$ cat src/rtl/ccr_pkg.sv
// constants for the card configuration registers and the information table
package ccr_pkg;

    // ------------------------------------------------------------
    // attribute memory map
    // ------------------------------------------------------------
    localparam int         CCR_AW            = 11;
    localparam logic [10:0] CCR_PIN_STATE_OFS = 11'h204;
    localparam logic [10:0] CCR_SOCKET_OFS    = 11'h206;
    localparam logic [10:0] CCR_CIS_BASE      = 11'h000;
    localparam logic [10:0] CCR_CIS_LIMIT     = 11'h020;

    // ------------------------------------------------------------
    // pin state register layout
    // ------------------------------------------------------------
    localparam logic [7:0] CCR_PIN_STATE_RST = 8'h0c;
    localparam logic [7:0] CCR_PIN_STATE_ONE = 8'h0c;
    localparam int         CCR_CHG_BIT       = 5;
    localparam int         CCR_RDY_BIT       = 1;

    // ------------------------------------------------------------
    // socket/copy register layout
    // ------------------------------------------------------------
    localparam logic [7:0] CCR_SOCKET_RST = 8'h00;
    localparam int         CCR_COPY_BIT   = 4;

    // ------------------------------------------------------------
    // information table contents
    // ------------------------------------------------------------
    localparam logic [7:0] CCR_TPL_DEVICE    = 8'h01;
    localparam logic [7:0] CCR_LINK_4        = 8'h04;
    localparam logic [3:0] CCR_DEV_TYPE_IO   = 4'hd;
    localparam logic       CCR_WPS_ABSENT    = 1'b1;
    localparam logic [2:0] CCR_SPEED_EXT     = 3'h7;
    localparam logic [2:0] CCR_SPEED_250NS   = 3'h1;
    localparam logic [7:0] CCR_EXT_SPEED     = 8'h4a;
    localparam logic [7:0] CCR_SIZE_2K       = 8'h01;
    localparam logic [7:0] CCR_END_MARK      = 8'hff;
    localparam logic [7:0] CCR_TPL_DEVICE_OC = 8'h1c;
    localparam logic [7:0] CCR_OC_3V_NOWAIT  = 8'h02;
    localparam logic       CCR_WPS_PRESENT   = 1'b0;
    localparam logic [7:0] CCR_TPL_JEDEC_C   = 8'h18;
    localparam logic [7:0] CCR_LINK_2        = 8'h02;
    localparam logic [7:0] CCR_UNMAPPED      = 8'h00;

endpackage

$ cat src/rtl/ccr_card_regs.sv
// pin state and socket/copy registers with the read-only card information table
`timescale 1ns/1ps
// Functional notes
// - change flag bit 5 sets whenever ready readback bit changes state while the mask bit is clear.
// - host may write the change flag directly, clearing or setting it.
// - reading pin state bit 1 returns current card ready pin level.
// - written bit 1 masks hardware setting of the change flag, never alters the readback.
// - pin state resets to 0ch; bits 3,2 read one; 7,6,4,0 read zero.
// - pin state register decoded at attribute offset 204h.
// - socket/copy register at 206h, reset 00h, copy number in bit 4.
// - information table bytes read from attribute offset zero upward.
// - offset 000h returns 01h, offset 002h returns link 04h.
// - offset 004h encodes I/O type, no write protect, extended speed.
// - offset 008h returns 01h, one 2k unit of space.
// - offset 00ch returns 1ch, other-conditions tuple code.
// - offset 010h returns 02h, 3 V and wait unused.
// - offset 012h returns d9h, I/O type at 250 ns speed.
// - offset 018h returns 18h, common memory identifier tuple.
// - offset 01ah returns identifier link length 02h.
// - set change flag raises status flag; status pin low in I/O mode with enable.
// - power-down control change shows busy until power state entered.
// ------------------------------------------------------------
// host pin timing
// ------------------------------------------------------------
// all host pins pass two sync stages; a read shows on the data
// outputs at the third edge after the pins settle
// hosts hold strobes low, and then high, for three clocks at least
// address and data must stay put across the strobe plus three clocks
// a write acts when the synced write strobe rises, using the
// address and data seen in its last low cycle
// the ready readback shows busy from any power-down control change
// until the core reports that the new power state is reached
// a readback change wins over a host write landing in the same cycle,
// so an event is never lost to a late clear
// the mask bit only stops hardware setting of the change flag; the
// host can still write the flag, and the mask itself is not readable
module ccr_card_regs
    import ccr_pkg::*;
#(
    parameter logic [7:0] MANUF_ID   = 8'h5a,  // arbitrary neutral value
    parameter logic [7:0] MANUF_DEV  = 8'h01   // arbitrary neutral value
)
(
    // clock and reset
    input  wire logic              REF_CLK,
    input  wire logic              RST,
    // host attribute memory pins
    input  wire logic [CCR_AW-1:0] ADDR,
    input  wire logic [7:0]        DIN,
    input  wire logic              CE1_N,
    input  wire logic              REG_N,
    input  wire logic              OE_N,
    input  wire logic              WE_N,
    output logic [7:0]             DOUT,
    output logic                   DOUT_OE,
    // card core status
    input  wire logic              CORE_READY,
    input  wire logic              POWER_DOWN_CONTROL,
    input  wire logic              POWER_STATE_REACHED,
    input  wire logic              IO_MODE,
    input  wire logic              CHANGE_SIGNAL_ENABLE,
    // card status outputs
    output logic                   READY_PIN,
    output logic                   STATUS_CHANGED_FLAG,
    output logic                   STATUS_CHANGE_PIN_N
);

    // ------------------------------------------------------------
    // pin synchronisers
    // ------------------------------------------------------------
    logic [CCR_AW-1:0] addr_s1_q;
    logic [CCR_AW-1:0] addr_s2_q;
    logic [7:0]        din_s1_q;
    logic [7:0]        din_s2_q;
    logic [3:0]        ctl_s1_q;  // ce1_n, reg_n, oe_n, we_n
    logic [3:0]        ctl_s2_q;
    logic              we_s3_q;   // edge stage, fed from the second flop only

    // address and data: two stages, nothing reads the first
    always_ff @(posedge REF_CLK or posedge RST)
    begin
        if (RST)
        begin
            addr_s1_q <= '0;
            addr_s2_q <= '0;
            din_s1_q  <= 8'h00;
            din_s2_q  <= 8'h00;
        end
        else
        begin
            addr_s1_q <= ADDR;
            addr_s2_q <= addr_s1_q;
            din_s1_q  <= DIN;
            din_s2_q  <= din_s1_q;
        end
    end

    // strobes reset to their idle high level, so no false
    // write edge follows reset
    always_ff @(posedge REF_CLK or posedge RST)
    begin
        if (RST)
        begin
            ctl_s1_q <= 4'hf;
            ctl_s2_q <= 4'hf;
            we_s3_q  <= 1'b1;
        end
        else
        begin
            ctl_s1_q <= {CE1_N, REG_N, OE_N, WE_N};
            ctl_s2_q <= ctl_s1_q;
            we_s3_q  <= ctl_s2_q[0];
        end
    end

    // ------------------------------------------------------------
    // write capture
    // ------------------------------------------------------------
    // address and data are held while the strobe is low, so the
    // rising edge acts on values seen inside the strobe window
    logic [CCR_AW-1:0] wr_addr_q;
    logic [7:0]        wr_data_q;
    logic              wr_sel_q;
    wire logic         attr_sel = ~ctl_s2_q[3] & ~ctl_s2_q[2];
    wire logic         we_low   = ~ctl_s2_q[0];
    wire logic         wr_done  = ~we_s3_q & ctl_s2_q[0] & wr_sel_q;

    // hold the last sampled write cycle
    always_ff @(posedge REF_CLK or posedge RST)
    begin
        if (RST)
        begin
            wr_addr_q <= '0;
            wr_data_q <= 8'h00;
            wr_sel_q  <= 1'b0;
        end
        else if (we_low)
        begin
            wr_addr_q <= addr_s2_q;
            wr_data_q <= din_s2_q;
            wr_sel_q  <= attr_sel;
        end
    end

    // ------------------------------------------------------------
    // write decode
    // ------------------------------------------------------------
    // one decode for both directions: bit 0 pin state, bit 1 socket
    function automatic logic [1:0] reg_hit(input logic [CCR_AW-1:0] a);
        logic [1:0] h;
        h    = 2'b00;
        h[0] = (a == CCR_PIN_STATE_OFS);
        h[1] = (a == CCR_SOCKET_OFS);
        return h;
    endfunction

    // table locations have no write strobe at all
    wire logic [1:0] wr_hit    = reg_hit(wr_addr_q);
    wire logic       wr_pin    = wr_done & wr_hit[0];
    wire logic       wr_socket = wr_done & wr_hit[1];

    // ------------------------------------------------------------
    // power state busy tracking
    // ------------------------------------------------------------
    // power tracking and pin state storage
    logic pwd_prev_q;
    logic busy_q;
    logic rdy_q;
    logic chg_q;
    logic mask_q;
    logic copy_q;
    wire logic pwd_edge  = POWER_DOWN_CONTROL ^ pwd_prev_q;
    wire logic busy_d    = pwd_edge | (busy_q & ~POWER_STATE_REACHED);
    wire logic rdy_d     = CORE_READY & ~busy_d;

    // busy holds from the control change until the core reports arrival
    always_ff @(posedge REF_CLK or posedge RST)
    begin
        if (RST)
        begin
            pwd_prev_q <= 1'b0;
            busy_q     <= 1'b0;
            rdy_q      <= 1'b0;
        end
        else
        begin
            pwd_prev_q <= POWER_DOWN_CONTROL;
            busy_q     <= busy_d;
            rdy_q      <= rdy_d;
        end
    end

    // ------------------------------------------------------------
    // change flag, mask and copy number
    // ------------------------------------------------------------
    // a readback change in the same cycle as a host write wins
    wire logic rdy_event = (rdy_d ^ rdy_q) & ~mask_q;
    wire logic chg_d     = rdy_event ? 1'b1 :
                           wr_pin    ? wr_data_q[CCR_CHG_BIT] : chg_q;
    wire logic mask_d    = wr_pin    ? wr_data_q[CCR_RDY_BIT] : mask_q;
    wire logic copy_d    = wr_socket ? wr_data_q[CCR_COPY_BIT] : copy_q;

    // pin state and socket registers
    always_ff @(posedge REF_CLK or posedge RST)
    begin
        if (RST)
        begin
            chg_q  <= CCR_PIN_STATE_RST[CCR_CHG_BIT];
            mask_q <= 1'b0;
            copy_q <= CCR_SOCKET_RST[CCR_COPY_BIT];
        end
        else
        begin
            chg_q  <= chg_d;
            mask_q <= mask_d;
            copy_q <= copy_d;
        end
    end

    // ------------------------------------------------------------
    // information table
    // ------------------------------------------------------------
    // odd bytes and anything past the identifier read as zero
    function automatic logic [7:0] cis_byte(input logic [CCR_AW-1:0] a);
        logic [7:0] v;
        v = CCR_UNMAPPED;
        unique case (a)
            11'h000: v = CCR_TPL_DEVICE;
            11'h002: v = CCR_LINK_4;
            11'h004: v = {CCR_DEV_TYPE_IO, CCR_WPS_ABSENT, CCR_SPEED_EXT};
            11'h006: v = CCR_EXT_SPEED;
            11'h008: v = CCR_SIZE_2K;
            11'h00a: v = CCR_END_MARK;
            11'h00c: v = CCR_TPL_DEVICE_OC;
            11'h00e: v = CCR_LINK_4;
            11'h010: v = CCR_OC_3V_NOWAIT;
            11'h012: v = {CCR_DEV_TYPE_IO, CCR_WPS_ABSENT, CCR_SPEED_250NS};
            11'h014: v = CCR_SIZE_2K;
            11'h016: v = CCR_END_MARK;
            11'h018: v = CCR_TPL_JEDEC_C;
            11'h01a: v = CCR_LINK_2;
            11'h01c: v = MANUF_ID;
            11'h01e: v = MANUF_DEV;
            default: v = CCR_UNMAPPED;
        endcase
        return v;
    endfunction

    // ------------------------------------------------------------
    // read mux
    // ------------------------------------------------------------
    wire logic [7:0] pin_rd    = CCR_PIN_STATE_ONE
                               | ({7'h00, chg_q} << CCR_CHG_BIT)
                               | ({7'h00, rdy_q} << CCR_RDY_BIT);
    wire logic [7:0] socket_rd = {7'h00, copy_q} << CCR_COPY_BIT;
    wire logic       rd_act    = attr_sel & ~ctl_s2_q[1];
    wire logic [1:0] rd_hit    = reg_hit(addr_s2_q);
    wire logic [7:0] rd_data   = rd_hit[0]                        ? pin_rd :
                                 rd_hit[1]                        ? socket_rd :
                                 (addr_s2_q <  CCR_CIS_LIMIT)     ? cis_byte(addr_s2_q) :
                                 CCR_UNMAPPED;
    wire logic       status_change_pin_n  = ~(chg_q & IO_MODE & CHANGE_SIGNAL_ENABLE);

    // ------------------------------------------------------------
    // read data outputs
    // ------------------------------------------------------------
    // zero whenever the card is not driving the data pins
    always_ff @(posedge REF_CLK or posedge RST)
    begin
        if (RST)
        begin
            DOUT    <= 8'h00;
            DOUT_OE <= 1'b0;
        end
        else
        begin
            DOUT    <= rd_act ? rd_data : 8'h00;
            DOUT_OE <= rd_act;
        end
    end

    // ------------------------------------------------------------
    // status outputs
    // ------------------------------------------------------------
    // ready pin mirrors the readback; the flag copy takes the next
    // value so it never trails the register
    always_ff @(posedge REF_CLK or posedge RST)
    begin
        if (RST)
        begin
            READY_PIN           <= 1'b0;
            STATUS_CHANGED_FLAG <= 1'b0;
            STATUS_CHANGE_PIN_N <= 1'b1;
        end
        else
        begin
            READY_PIN           <= rdy_d;
            STATUS_CHANGED_FLAG <= chg_d;
            STATUS_CHANGE_PIN_N <= status_change_pin_n;
        end
    end

endmodule

$ cat config.mk
export PLATFORM = sky130hd
export DESIGN_NAME = ccr_card_regs
export DESIGN_NICKNAME = d
export VERILOG_FILES = /design/src/rtl/ccr_pkg.sv /design/src/rtl/ccr_card_regs.sv
export SDC_FILE = /design/constraint.sdc
export NUM_CORES = 1
export LEC_CHECK = 0
export ABC_AREA = 1
export BUFFER_PORTS_ARGS = -buffer_cell sky130_fd_sc_hd__clkbuf_2
export CORE_ASPECT_RATIO = 1.4
export CORE_MARGIN = 4
export CORE_UTILIZATION = 54
export CTS_CLUSTER_DIAMETER = 120
export DETAILED_ROUTE_END_ITERATION = 10
export PLACE_DENSITY = 0.84
export SYNTH_ARGS = -nofsm -noshare
export SYNTH_HDL_FRONTEND = slang
export SYNTH_SLANG_ARGS = --single-unit
$ cat constraint.sdc
create_clock -name REF_CLK -period 2.85 [get_ports REF_CLK]
set_input_delay 0.57 -clock REF_CLK [delete_from_list [all_inputs] [get_ports REF_CLK]]
set_output_delay 0.57 -clock REF_CLK [all_outputs]
set_load 0.05 [all_outputs]
==> metrics, run 1 <==
status finished clean; max cap viols 0; multi-input logic area 647 sq um; Post-Syn Area per Cell 10.3 sq um; setup_tns 0 ps; Clock Skew 4.37 ps; CP arrival 1120 ps; TritonCTS Sinks 68; clock period minus worst slack 1690 ps; antenna diode count 0; total power 1950 uW; H-Tree Depth 3; Post-CTS Hold Fix Bufs 0; final instance area 2940 sq um; largest delay contributor family on the critical path flip-flops; CP peak stage delay 520 ps; first-pass GRT wire length 7.41 mm; Vias per Instance 4.84; Initial Util 55.4%; FP Rows 29; commonest non-fill, non-tap cell in the layout nand2_1; I/O pin count 42; worst hold path type input pin to flop; TritonCTS clock tree built; DR pass1 iterations 4; Total Wirelength 4.15 mm; final net count 315; Buffers & Inverters on Critical Path 1; setup bufs post-CTS 0; Clock Path Buffers 2; Worst-Skew Late Latency 340 ps; Synth cell types 22; sequential area share after synthesis 68.7%; Post-DP Area 2740 sq um; routed via count between 1,500 and 2,000; Reg clk slew, reported paths 70 ps; P per Cell Area 662 nW/um^2; largest net degree at the start of global routing 69; antenna violations before repair 0; Antenna Nets Post-Route 0; startpoint types flop; drt wl/cell 11.8 um; CP Class flop to output port; Layout area overhead 18.0%; Root Driver clkbuf_8; FMAX 0.593 GHz; Die Y 88.4 um; number of synthesized flops with an enable pin 0; DRC 0; flops & latches, synth 68; critical path cell sequence clkbuf_2; maximum fanout along the worst path 1; ys async rst share 100%; CTS buffer count 9; Leak Pwr 0.00149 uW; syn nets 271; core area 4500 sq um; WP data required 2280 ps; CP Capture Type output port; Slew HR 47.7%; Primary FF master, synth dfrtp_1; share of cells above drive strength 1 27.2%; routability cong. 0.869; Die Span X 65.4 um; hpwl dp 2.90 mm; RSZ-0062 raised after global routing no; slowest CP cell dfstp_2; commonest cells after routing, fill and taps aside nand2_1, dfrtp_1, clkbuf_2; post-synthesis cell area 2490 sq um; Slew Viols, Final 0; I/O Buffers 36; register area 1710 sq um; peak supply drop 612 uV; GRT Resource Usage Total 17.2%; CTS resizes 0; final hold slack 303 ps; fin crit share 59.2%; # setup viols final 0; Iter 0 DRT Violations a little over 90; Ys Warns 0; vias in the first global route 1,784; final hold violation count 0; Post-Syn Instances 241; measured slew at the worst slew-check pin 784 ps; global route overflow 0; Die Area 5780 sq um; Filler cells 383
## final cells by class
cell class / instances / share of cell area, %
Sequential cell: 68 / 58.3
Multi-Input combinational cell: 139 / 22.0
Clock inverter: 7 / 2.59
Inverter: 30 / 3.91
Tap cell: 62 / 2.64
Timing Repair Buffer: 37 / 6.38
Clock buffer: 9 / 4.21
## per-stage QoR
step	utilization [%]	std cells	setup WS, ps
after floorplan	-	241	585
after global placement	60.9	336	1380
after detailed placement	60.9	336	1310
after CTS	65.4	352	1140
after global routing	65.4	352	1130
final	65.4	352	1160
## flip-flops by register name, summed over array words and instances (netlist names), 3 cells and up
signal,count
wr_addr_q,11
DOUT,8
addr_s2_q,11
ctl_s1_q,4
din_s1_q,3
din_s2_q,3
wr_data_q,3
ctl_s2_q,4
addr_s1_q,11
## power by group
| group | leakage, uW | internal (uW) | total [uW] | switching, uW |
|---|---|---|---|---|
| combinational | 0.000585 | 41.3 | 121 | 79.5 |
| clock | 0.0000958 | 407 | 773 | 366 |
| sequential | 0.000813 | 1020 | 1050 | 32.9 |
## cells by family (layout without fill, tap and decap cells)
kind of cell	Yosys count	in the layout	share of synthesized area, %
simple gates	116	116	20.9
flops	68	68	68.7
buf+inv	34	83	5.32
compound gates	23	23	5.02
## final timing paths
| check | from | end | slack (ps) | cells after the start |
|---|---|---|---|---|
| worst max-delay path | STATUS_CHANGE_PIN_N | STATUS_CHANGE_PIN_N | 1160 | 1 |
| worst min-delay path | REG_N | ctl_s1_q[2] | 300 | 1 |
| worst max register to register | ctl_s2_q[0] | chg_q | 1330 | 5 |
| worst min register to register | addr_s1_q[3] | addr_s2_q[3] | 350 | 0 |
| max in group asynchronous | RST | addr_s1_q[0] | 1910 | 3 |
| min in group asynchronous | RST | addr_s2_q[9] | 440 | 3 |
## synthesized netlist by cell type, types with 2 or more instances
master | n | area, sq um
nand2_1 | 60 | 225
dfrtp_1 | 58 | 1450
inv_1 | 26 | 97.6
nor2_1 | 24 | 90.1
o21ai_0 | 17 | 85.1
nand3_1 | 16 | 80.1
dfstp_2 | 10 | 263
a21oi_1 | 3 | 15.0
inv_2 | 3 | 11.3
nand4_1 | 3 | 18.8
nor2_2 | 3 | 18.8
buf_2 | 2 | 10.0
clkbuf_1 | 2 | 7.51
nand2_2 | 2 | 12.5
nand3b_1 | 2 | 15.0
nor2_4 | 2 | 22.5
nor3_1 | 2 | 10.0
o21ai_2 | 2 | 17.5
## layer usage
metal	routed length (um)	part of all wire, %	track usage [%]	up-vias
met2	2190	53	29.8	45
met5	0	0	0	-
li1	-	-	-	838
met1	1640	39	18.5	812
met4	88	2.1	10.4	0
met3	241	5.8	4.96	10
No activity file was read; power rests on OpenSTA's default activity.
==> run 2, diff against run 1 <==
--- a/config.mk
+++ b/config.mk
@@ -9,10 +9,10 @@
 export BUFFER_PORTS_ARGS = -buffer_cell sky130_fd_sc_hd__clkbuf_2
 export CORE_ASPECT_RATIO = 1.4
 export CORE_MARGIN = 4
-export CORE_UTILIZATION = 54
+export CORE_UTILIZATION = 49
 export CTS_CLUSTER_DIAMETER = 120
 export DETAILED_ROUTE_END_ITERATION = 10
-export PLACE_DENSITY = 0.84
+export PLACE_DENSITY = 0.81
 export SYNTH_ARGS = -nofsm -noshare
 export SYNTH_HDL_FRONTEND = slang
 export SYNTH_SLANG_ARGS = --single-unit
==> constraint.sdc (replaced) <==
create_clock -name REF_CLK -period 1.55 [get_ports REF_CLK]
set_input_delay 0.31 -clock REF_CLK [delete_from_list [all_inputs] [get_ports REF_CLK]]
set_output_delay 0.31 -clock REF_CLK [all_outputs]
set_load 0.05 [all_outputs]
==> run 2 against run 1 <==
Compared with the run above: via count down 1.0%; global-route usage is 1.8 points lower; worst setup slack worse by 1000 ps; critical path depth stayed put; combinational power increased by 97%; sequential cell count is the same; die area up 9.1%; utilization decreased by 4.0 points; wire length decreased by 2.6%; design area increased by 1.8%; sequential power up 84%.
==> metrics, run 2 (synthesized netlist as in run 1, its figures left out) <==
# setup viols final 0 (unchanged); core area 4880 sq um (was 4500 sq um); measured slew at the worst slew-check pin 363 ps (was 784 ps); Iter 0 DRT Violations 71 (was 91); FP Rows 30 (was 29); CP Capture Type output port (unchanged); Clock Skew 6.50 ps (was 4.37 ps); Vias per Instance 4.72 (was 4.84); Worst-Skew Late Latency 330 ps (was 340 ps); Slew HR 75.7% (was 47.7%); met2 usage 24.9% (was 29.8%); DRC 0 (unchanged); Reg clk slew, reported paths 70 ps (about the same); Die Y 92.4 um (was 88.4 um); fin crit share 91.5%; clock period minus worst slack 1420 ps; largest delay contributor family on the critical path flip-flops (unchanged); GRT Resource Usage Total 15.4% (was 17.2%); P per Cell Area 1200 nW/um^2 (was 662 nW/um^2); TritonCTS Sinks 68 (unchanged); largest registers addr_s1_q (11), addr_s2_q (11), wr_addr_q (11) (unchanged); setup bufs post-CTS 0 (unchanged); routed via count 1,688 (was 1,705); DR pass1 iterations 4 (unchanged); RSZ-0062 raised after global routing no (unchanged); Buffers & Inverters on Critical Path 1 (unchanged); share of cells above drive strength 1 27.6% (was 27.2%); Slew Viols, Final 0 (unchanged); commonest non-fill, non-tap cell in the layout nand2_1 (unchanged); M3 GR Usage 5.22% (was 4.96%); Leak Pwr 0.00151 uW (was 0.00149 uW); CP Class flop to output port (unchanged); TritonCTS clock tree built (unchanged); vias in the first global route 1,679 (was 1,784); maximum fanout along the worst path 1 (unchanged); met1 Usage GRT 17.7% (was 18.5%); final hold violation count 0 (unchanged); setup_tns 0 ps (unchanged); WP data required 1240 ps (was 2280 ps); largest net degree at the start of global routing 35 (was 69); H-Tree Depth 3 (unchanged); global route overflow 0 (unchanged); peak supply drop 1050 uV (was 612 uV); Total Wirelength 4.04 mm (was 4.15 mm); Root Driver clkbuf_8 (unchanged); CP arrival 1110 ps (was 1120 ps); CTS buffer count 9 (unchanged); commonest cells after routing, fill and taps aside nand2_1, dfrtp_1, clkbuf_2 (unchanged); drt wl/cell 11.3 um (was 11.8 um); I/O pin count 42 (unchanged); final net count 319 (was 315); hpwl dp 3.08 mm (was 2.90 mm); worst hold path type input pin to flop (unchanged); antenna diode count 0 (unchanged); Die Span X 68.3 um (was 65.4 um); Initial Util 51.1% (was 55.4%); final hold slack 50.6 ps (was 303 ps); slowest CP cell dfstp_2 (unchanged); CTS resizes 0 (unchanged); Antenna Nets Post-Route 0 (unchanged); Post-CTS Hold Fix Bufs 1 (was 0); CP peak stage delay 510 ps (was 520 ps); critical path cell sequence clkbuf_2 (unchanged); FMAX 0.705 GHz; Clock Path Buffers 2 (unchanged); startpoint types flop (unchanged); max cap viols 0 (unchanged); Layout area overhead 20.1% (was 18.0%); I/O Buffers 36 (unchanged); Die Area 6310 sq um (was 5780 sq um); routability cong. 0.849 (was 0.869); antenna violations before repair 0 (unchanged); status finished clean (unchanged); most crowded layer after global routing met2 (unchanged); first-pass GRT wire length 7.10 mm (was 7.41 mm)
[run 2: changes by cell type in the layout (fill, tap and decap cells not counted), sizes merged]
cell,previous run,this run
inv,31,29
dlygate4sd3,0,1
clkbuf,45,47
clkinvlp,2,4
clkinv,3,1
buf,1,4
[run 2: per-layer routing]
layer | part of all wire, % | vias to the layer above
li1 | - | 848
met1 | 39 | 785
met2 | 52 | 47
met3 | 6.3 | 8
met4 | 1.9 | 0
met5 | 0 | -
[run 2: layout make-up]
class / count / area (sq um)
Clock buffer: 11 / 141
Inverter: 30 / 119
Timing Repair Buffer: 41 / 233
Sequential cell: 68 / 1710
Tap cell: 64 / 80.1
Multi-Input combinational cell: 139 / 647
Clock inverter: 5 / 61.3
Fill cell: 420 / 1880
[run 2: stage by stage]
| step | instances | power, uW | util [%] | instance area, sq um | setup slack, ps |
|---|---|---|---|---|---|
| finish | 358 | 3600 | 61.4 | 3000 | 132 |
| CTS | 358 | 3650 | 61.4 | 3000 | 106 |
| global route | 358 | 3770 | 61.4 | 3000 | 42.8 |
| detailed placement | 341 | 2200 | 57.0 | 2780 | 228 |
| global placement | 341 | 2190 | 57.0 | 2780 | 301 |
| floorplan | 241 | 2110 | - | 2500 | 402 |
[run 2: worst paths after layout]
path	startpoint	end	slack, ps	depth (start not counted)
min reg2reg	addr_s1_q[9]	addr_s2_q[9]	340	0
max reg2reg	addr_s2_q[4]	DOUT[5]	240	7
max in group asynchronous	RST	we_s3_q	530	4
max	STATUS_CHANGE_PIN_N	STATUS_CHANGE_PIN_N	130	1
min	REG_N	ctl_s1_q[2]	50	1
min in group asynchronous	RST	din_s1_q[5]	490	3
[run 2: report_power, final]
part	internal, uW	switching, uW
clock network	789	640
registers	1880	53.0
logic	86.3	152
total	2750	846
[run 2: worst reg2reg max path, delay by kind of cell (launching register included)]
kind            cells  cell delay (ps)
simple gates        6              730
flops               1              460
compound gates      1               60
